===== src/design/mac_slice_regs.svh =====
/*
 * constants for the multiply-accumulate slice: widths, accumulator reset value, xor width.
 * assumes inclusion from the slice package and design modules.
 */
`ifndef MAC_SLICE_REGS_SVH
`define MAC_SLICE_REGS_SVH
`define MAC_A_W 27
`define MAC_B_W 18
`define MAC_ACC_W 48
`define MAC_LANE24_W 24
`define MAC_LANE12_W 12
`define MAC_XOR_W 96
`define MAC_ACC_RST 48'h000000000000
`endif


===== src/design/mac_slice_pkg.sv =====
/*
 * types for the multiply-accumulate slice.
 * assumes mac_slice_regs.svh is on the include path.
 */
`include "mac_slice_regs.svh"
package mac_slice_pkg;
    typedef enum logic [1:0] {
        LANE_ONE48 = 2'b00,
        LANE_TWO24 = 2'b01,
        LANE_FOUR12 = 2'b10
    } lane_mode_t;
    typedef enum logic [2:0] {
        ALU_ADD = 3'b000,
        ALU_SUB = 3'b001,
        ALU_ACC_ADD = 3'b010,
        ALU_ACC_SUB = 3'b011,
        ALU_COUNT_UP = 3'b100,
        ALU_COUNT_DN = 3'b101,
        ALU_LOGIC = 3'b110
    } alu_op_t;
    typedef enum logic [3:0] {
        LOG_AND = 4'h0,
        LOG_OR = 4'h1,
        LOG_XOR = 4'h2,
        LOG_NAND = 4'h3,
        LOG_NOR = 4'h4,
        LOG_XNOR = 4'h5,
        LOG_ANDN = 4'h6,
        LOG_ORN = 4'h7,
        LOG_NOTX = 4'h8,
        LOG_PASSX = 4'h9
    } logic_fn_t;
    typedef enum logic [1:0] {
        XW_12 = 2'b00,
        XW_24 = 2'b01,
        XW_48 = 2'b10,
        XW_96 = 2'b11
    } xor_width_t;
    typedef struct packed {
        logic [`MAC_A_W-1:0] a;
        logic [`MAC_A_W-1:0] d;
        logic [`MAC_B_W-1:0] b;
        logic [`MAC_ACC_W-1:0] x;
        logic [`MAC_ACC_W-1:0] y;
        logic [`MAC_ACC_W-1:0] pattern;
        logic [`MAC_ACC_W-1:0] pmask;
    } mac_operands_t;
    typedef struct packed {
        logic enable;
        logic bypass_mult;
        logic use_preadd;
        lane_mode_t lanes;
        alu_op_t op;
        logic_fn_t fn;
        xor_width_t xw;
    } mac_ctrl_t;
endpackage


===== src/design/mac_logic_unit.sv =====
/*
 * bitwise logic unit of the slice: ten selectable functions, eight of x and y, two of x alone.
 * assumes the caller registers the result.
 */
`timescale 1ns/1ps
`include "mac_slice_regs.svh"
module mac_logic_unit
    import mac_slice_pkg::*;
#(
    parameter int W = `MAC_ACC_W
) (
    input wire logic [W-1:0] x,
    input wire logic [W-1:0] y,
    input wire logic_fn_t fn,
    output logic [W-1:0] r
);
    always_comb begin
        unique case (fn)
            LOG_AND: r = x & y;
            LOG_OR: r = x | y;
            LOG_XOR: r = x ^ y;
            LOG_NAND: r = ~(x & y);
            LOG_NOR: r = ~(x | y);
            LOG_XNOR: r = ~(x ^ y);
            LOG_ANDN: r = x & ~y;
            LOG_ORN: r = x | ~y;
            LOG_NOTX: r = ~x;
            LOG_PASSX: r = x;
            default: r = '0; // codes 10..15 are illegal
        endcase
    end
endmodule // mac_logic_unit


===== src/design/mac_slice.sv =====
/*
 * multiply-accumulate slice: pre-adder, signed multiplier, split-lane
 * accumulator, logic unit, wide xor and pattern detector.
 * assumes operands and controls arrive synchronous to sys_clk each cycle.
 */
`timescale 1ns/1ps
`include "mac_slice_regs.svh"
module mac_slice
    import mac_slice_pkg::*;
#(
    parameter int ACC_W = `MAC_ACC_W
) (
    input wire logic sys_clk,
    input wire logic sys_rst,
    input wire mac_operands_t opnd,
    input wire mac_ctrl_t ctrl,
    input wire logic [`MAC_XOR_W-1:0] xor_in,
    output logic [ACC_W-1:0] acc_q,
    output logic [3:0] carry_q,
    output logic [7:0] xor_par_q,
    output logic pat_match_q,
    output logic pat_bmatch_q,
    output logic wide_match_q
);
    localparam int PW = `MAC_A_W + `MAC_B_W;

    logic signed [`MAC_A_W:0] pre_sum;
    logic signed [PW:0] product;
    logic [ACC_W-1:0] mul_ext;
    logic [ACC_W-1:0] opnd_x;
    logic [ACC_W-1:0] opnd_y;
    logic [ACC_W-1:0] arith_d;
    logic [3:0] carry_d;
    logic [ACC_W-1:0] logic_r;
    logic [ACC_W-1:0] acc_d;
    logic [7:0] par12;
    logic [7:0] xor_d;
    logic [ACC_W-1:0] pat_diff;
    logic logic_mode_q;

    // the pre-adder is one bit wider so d+a cannot overflow before multiply
    always_comb begin
        if (ctrl.use_preadd) begin
            pre_sum = $signed({opnd.d[`MAC_A_W-1], opnd.d}) + $signed({opnd.a[`MAC_A_W-1], opnd.a});
        end else begin
            pre_sum = $signed({opnd.a[`MAC_A_W-1], opnd.a});
        end
        product = pre_sum * $signed(opnd.b);
        mul_ext = ACC_W'(product);
    end

    // operand select: product or bypassed 48-bit x
    always_comb begin
        opnd_x = ctrl.bypass_mult ? opnd.x : mul_ext;
        unique case (ctrl.op)
            ALU_ACC_ADD, ALU_ACC_SUB: opnd_y = acc_q;
            ALU_COUNT_UP, ALU_COUNT_DN: opnd_y = acc_q;
            default: opnd_y = opnd.y;
        endcase
    end

    // lane adder; each 12-bit segment either chains or cuts the carry
    function automatic logic cut_at(input lane_mode_t m, input int seg);
        if (m == LANE_FOUR12) begin
            return 1'b1;
        end else if (m == LANE_TWO24) begin
            return (seg == 2);
        end
        return 1'b0;
    endfunction

    always_comb begin
        logic [12:0] s;
        logic c;
        logic sub;
        logic [11:0] xa;
        logic [11:0] xb;
        s = '0;
        c = 1'b0;
        xa = '0;
        xb = '0;
        sub = (ctrl.op == ALU_SUB) || (ctrl.op == ALU_ACC_SUB) || (ctrl.op == ALU_COUNT_DN);
        arith_d = '0;
        carry_d = '0;
        for (int i = 0; i < 4; i++) begin
            if (i == 0 || cut_at(ctrl.lanes, i)) begin
                c = sub;
            end
            xb = opnd_y[i*12 +: 12];
            if (ctrl.op == ALU_COUNT_UP || ctrl.op == ALU_COUNT_DN) begin
                xa = (i == 0 || cut_at(ctrl.lanes, i)) ? 12'h001 : 12'h000;
                // down count adds ~1 at lane start and all ones above it, plus the lane-start carry, so borrows ripple like carries
                xa = sub ? ~xa : xa;
                s = {1'b0, xb} + {1'b0, xa} + {12'h000, c};
            end else begin
                xa = sub ? ~opnd_x[i*12 +: 12] : opnd_x[i*12 +: 12];
                s = {1'b0, xb} + {1'b0, xa} + {12'h000, c};
            end
            arith_d[i*12 +: 12] = s[11:0];
            c = s[12];
            carry_d[i] = s[12];
        end
    end

    mac_logic_unit #(
        .W(ACC_W)
    ) u_logic (
        .x(opnd.x),
        .y(opnd.y),
        .fn(ctrl.fn),
        .r(logic_r)
    );

    assign acc_d = (ctrl.op == ALU_LOGIC) ? logic_r : arith_d;

    // accumulator holds when the slice is not enabled; fabric must pair controls with data
    always_ff @(posedge sys_clk) begin
        if (sys_rst) begin
            acc_q <= `MAC_ACC_RST;
            carry_q <= '0;
            logic_mode_q <= 1'b0;
        end else if (ctrl.enable) begin
            acc_q <= acc_d;
            carry_q <= carry_d;
            logic_mode_q <= (ctrl.op == ALU_LOGIC);
        end
    end

    // wide xor: 12-bit parities combined in groups of 2, 4 or 8 per selected width
    generate
        for (genvar g = 0; g < 8; g++) begin : g_par
            assign par12[g] = ^xor_in[g*12 +: 12];
        end
    endgenerate

    always_comb begin
        xor_d = '0;
        unique case (ctrl.xw)
            XW_12: xor_d = par12;
            XW_24: begin
                for (int k = 0; k < 4; k++) begin
                    xor_d[k] = par12[2*k] ^ par12[2*k+1];
                end
            end
            XW_48: begin
                xor_d[0] = ^par12[3:0];
                xor_d[1] = ^par12[7:4];
            end
            XW_96: xor_d[0] = ^par12;
        endcase
    end

    always_ff @(posedge sys_clk) begin
        if (sys_rst) begin
            xor_par_q <= '0;
        end else if (ctrl.enable) begin
            xor_par_q <= xor_d;
        end
    end

    // detector looks at the registered accumulator; mask bits set mean ignore
    assign pat_diff = (acc_q ^ opnd.pattern) & ~opnd.pmask;

    always_ff @(posedge sys_clk) begin
        if (sys_rst) begin
            pat_match_q <= 1'b0;
            pat_bmatch_q <= 1'b0;
            wide_match_q <= 1'b0;
        end else begin
            pat_match_q <= (pat_diff == '0);
            pat_bmatch_q <= (((acc_q ^ ~opnd.pattern) & ~opnd.pmask) == '0);
            // a previous hit chained with a hit on this logic result gives a 96-bit compare
            wide_match_q <= (pat_diff == '0) && logic_mode_q && pat_match_q;
        end
    end
endmodule // mac_slice


===== config.mk =====
export PLATFORM = sky130hd
export DESIGN_NAME = mac_slice
export DESIGN_NICKNAME = d
export VERILOG_FILES = /design/src/design/mac_slice_pkg.sv /design/src/design/mac_logic_unit.sv /design/src/design/mac_slice.sv
export VERILOG_INCLUDE_DIRS = /design/src /design/src/design
export SDC_FILE = /design/constraint.sdc
export NUM_CORES = 2
export LEC_CHECK = 0
export BUFFER_PORTS_ARGS = -buffer_cell sky130_fd_sc_hd__buf_2
export CAP_MARGIN = 10
export CORE_ASPECT_RATIO = 1.4
export CORE_MARGIN = 3
export CORE_UTILIZATION = 35
export DETAILED_ROUTE_END_ITERATION = 7
export PLACE_DENSITY = 0.64
export SKIP_CTS_REPAIR_TIMING = 1
export SLEW_MARGIN = 10
export SYNTH_ARGS = -nofsm -noshare
export SYNTH_HDL_FRONTEND = slang
export SYNTH_HIERARCHICAL = 1
export SYNTH_SLANG_ARGS = --single-unit

===== constraint.sdc =====
create_clock -name sys_clk -period 14.8 [get_ports sys_clk]
set_input_delay 0 -clock sys_clk [delete_from_list [all_inputs] [get_ports sys_clk]]
set_output_delay 0 -clock sys_clk [all_outputs]
set_load 0.05 [all_outputs]

==> results.txt <==
- The HPWL after detailed placement is between 100,000 and 150,000 µm.
* Launching element type of the critical path: input port
- Die Span X: 277.5 µm
* Clock slew at reported path FFs: 60 ps
* Max-cap violation count: 0
* #FFs+latches synth: 64
* Total GRT Usage: approximately 25%
* Post-route DRC: 0
* Kind of critical path: in -> reg
* Area Overhead vs Synth: 10.54%
- The most used flip-flop cell after synthesis is sky130_fd_sc_hd__dfxtp_1.
- Crit path time final: ~14,000 ps
- Number of different library cells in the post-synthesis netlist: a little under 100
- Final setup violation count: 0
- Core region area: 0.1017 mm²
- In this run the clock root is driven by a sky130_fd_sc_hd__clkbuf_16.
- For flop-to-flop paths, the worst setup slack is around 4400 ps.
* First-pass GRT wire length: 202,700 µm
* Total number of vias: 33,160
- From bottom edge to top edge, the die measures between 300 and 400 µm.
* Post-synthesis cell type with the largest combined area: sky130_fd_sc_hd__fa_1
- Slowest Stage Delay on Critical Path: ~560 ps
- The worst hold path begins at ctrl[1].
* FF-to-FF End: acc_q[44]$_SDFFE_PP0P_
- Outcome: complete, no violations
- Total standard cell area after synthesis: between 0.03 and 0.04 mm²
- Fill cells in the final layout number between 10,000 and 15,000.
* Hold Crit Class: in -> reg
- For this run, the number of Yosys warnings is 6.
- Clock tree synthesis inserted a total of 9 buffers.
* TritonCTS clock tree: yes
- Data on the critical path is required at its endpoint by roughly 15,000 ps.
- Met2 usage: a little over two fifths
- Cell count after placement: 5,990
- Pin count of the biggest net entering global routing: 90
* Worst hold slack: 88.72 ps
* Via count normalized by instance count: roughly 5.5
* FF-to-FF path depth: 50
- The later pin in the worst-skew pair is clocked with a latency of ~380 ps.
- The first detailed-routing pass ran for 8 iterations.
- Sequential element share of the synthesized area: about 3.5%
- Die area: about 0.11 mm²
- After global routing, the most crowded layer is met2.
* Total wire length: between 100,000 and 150,000 µm
- Starting DRT DRC Count: around 2,600
- Dividing the detail-routed wire length by the instance count gives 22.73 µm.
* Starting Density: roughly 36%
- Across the routed clock network, the largest skew measured is between 10 and 15 ps.
* Final Slew Violations: 0
* Master of the slowest instance on the critical path: sky130_fd_sc_hd__fa_1
- Vias in the first global route: roughly 33,000
- Buffer depth of the longest clock path: 2
- Final instance count without filler cells: around 6,000
* Total congestion overflow after global routing: 0
- Main area contributors after synthesis: sky130_fd_sc_hd__fa_1 (28%), sky130_fd_sc_hd__ha_1 (15%), sky130_fd_sc_hd__inv_1 (6.3%), sky130_fd_sc_hd__xnor2_1 (6.3%), sky130_fd_sc_hd__nand2_1 (5.2%)
* Net Count, Synth: between 5,000 and 6,000
* Clock Sinks: 64
* Arrival time at the worst endpoint: between 10,000 and 15,000 ps
* Post-detailed-route count of antenna-violating nets: 0
- Io pins: about 440
- Average cell area after synthesis: a little over 8 µm²
- Yosys instantiated no cell more often than sky130_fd_sc_hd__inv_1.
- The final hold violation count came to 0.
- The number of antenna violations at the first check in global routing is 11.
- Counting instances, the worst hold path has a depth of 3.
* Critical path peak fanout: 4
- Rows: around 140
* Period utilisation layout: 94.22%
- At the pin with the least slew margin, the transition time is 1139 ps.
- The worst setup path is captured at a register.
- Final net count: 5,975
- In the global route stage, met1 resource usage came out at 28.93%.
* Ranking of synthesized cells by instance count: sky130_fd_sc_hd__inv_1 (611), sky130_fd_sc_hd__fa_1 (504), sky130_fd_sc_hd__nand2_1 (496), sky130_fd_sc_hd__ha_1 (421), sky130_fd_sc_hd__xnor2_1 (259)
- Measured against its own limit, the worst slew margin works out to roughly a quarter.
- After synthesis, the largest area contributor takes up approximately 28% of total cell area.
- Summed over all failing endpoints, the final setup total negative slack is 0 ps.
- Post-synth EDFFs: 0
- Max Clk Rate: ~0.07 GHz
- Global-route track usage on met3: 3.370%
- Of the cells placed in the final design, the portion with a size suffix greater than 1 is between 10% and 20%.
- At the end of routability-driven placement, the weighted congestion stood at roughly 1.
- Maximum level of the CTS H-tree: 3
* Hold Path Sink: xor_par_q[1]$_SDFFE_PP0P_
- In this run the critical register-to-register path is launched from acc_q[0]$_SDFFE_PP0P_.
* Share of synthesized flip-flops with an asynchronous set or reset: 0%
- Number of port buffers: around 440
* Count of mapped cells out of synthesis: 4,373
==> final cells by class <==
type                            count  area (µm²)  share of cell area, %
Multi-Input combinational cell   3476       31600                  79.11
Tap cell                         1330        1664                  4.167
Inverter                          615        2310                  5.783
Timing Repair Buffer              508        2723                  6.817
Sequential cell                    64        1281                  3.208
Antenna cell                        8       20.02                0.05013
Clock buffer                       10       239.0                 0.5984
Clock inverter                      5       105.1                 0.2632
==> flip-flops by register name, summed over array words and instances (netlist names) <==
register / cells
carry_q: 4
pat_match_q: 1
pat_bmatch_q: 1
xor_par_q: 8
acc_q: 48
logic_mode_q: 1
wide_match_q: 1
==> critical path, delay by kind of cell <==
family | cells | cell delay, ps
xor gates and xnor gates | 4 | 570
buffers and inverters | 6 | 620
and+or+nand+nor | 8 | 1010
adders and majority gates | 16 | 6250
AOI/OAI and AO/OA | 32 | 4980
muxes | 3 | 760
==> placed cells by master, fill, tap and decap left out, types with 73 or more instances in the layout <==
cell type,synthesis,final
sky130_fd_sc_hd__inv_1,611,611
sky130_fd_sc_hd__ha_1,421,421
sky130_fd_sc_hd__mux2_2,73,73
sky130_fd_sc_hd__nand2_1,496,495
sky130_fd_sc_hd__nand2b_1,94,94
sky130_fd_sc_hd__and2_1,220,219
sky130_fd_sc_hd__xnor2_1,259,258
sky130_fd_sc_hd__buf_2,35,436
sky130_fd_sc_hd__fa_1,504,504
sky130_fd_sc_hd__nor2_1,198,194
sky130_fd_sc_hd__a21oi_1,177,175
sky130_fd_sc_hd__o21ai_0,169,164
sky130_fd_sc_hd__mux2i_1,79,78
==> through the flow <==
stage	area, µm²	util, %	setup WS (ps)
2_1_floorplan	36130	-	1135
6_report	39940	39.27	855.1
5_1_grt	39920	39.25	-10.10
4_1_cts	39850	39.18	393.6
3_3_place_gp	39510	38.85	157.6
3_5_place_dp	39510	38.85	4.497
==> routing by layer <==
metal | wire, µm | up-vias
met2 | 65110 | 1544
met1 | 51230 | 16320
met5 | 18 | -
li1 | - | 14950
met3 | 10370 | 345
met4 | 10050 | 4
==> how the worst max path moves through the flow <==
stage | startpoint | end | slack, ps | cells past startpoint
after floorplan | opnd[210] | carry_q[3]$_SDFFE_PP0P_ | 1140 | 65
after global placement | opnd[210] | acc_q[44]$_SDFFE_PP0P_ | 160 | 66
after detailed placement | opnd[237] | acc_q[44]$_SDFFE_PP0P_ | 4 | 66
after CTS | opnd[237] | carry_q[3]$_SDFFE_PP0P_ | 390 | 66
after global routing | opnd[237] | carry_q[3]$_SDFFE_PP0P_ | -10 | 70
final | opnd[237] | acc_q[44]$_SDFFE_PP0P_ | 860 | 69
==> cells by family (layout without fill, tap and decap cells) <==
logic type               count (synthesis)  after routing  share of synthesized area, %
AND/OR/NAND/NOR                       1245           1245                         16.81
adder cells (fa/ha/maj)                925            925                         42.51
buffers and inverters                  833           1138                         9.202
AO/OA/AOI/OAI                          825            825                         15.26
XOR/XNOR                               328            328                         8.180
multiplexers                           153            153                         4.495
flip-flops                              64             64                         3.546
other                                    0              8                             0
Power is not shown: default switching activity piles up to over one toggle a cycle in this logic, so the estimate is an artifact.
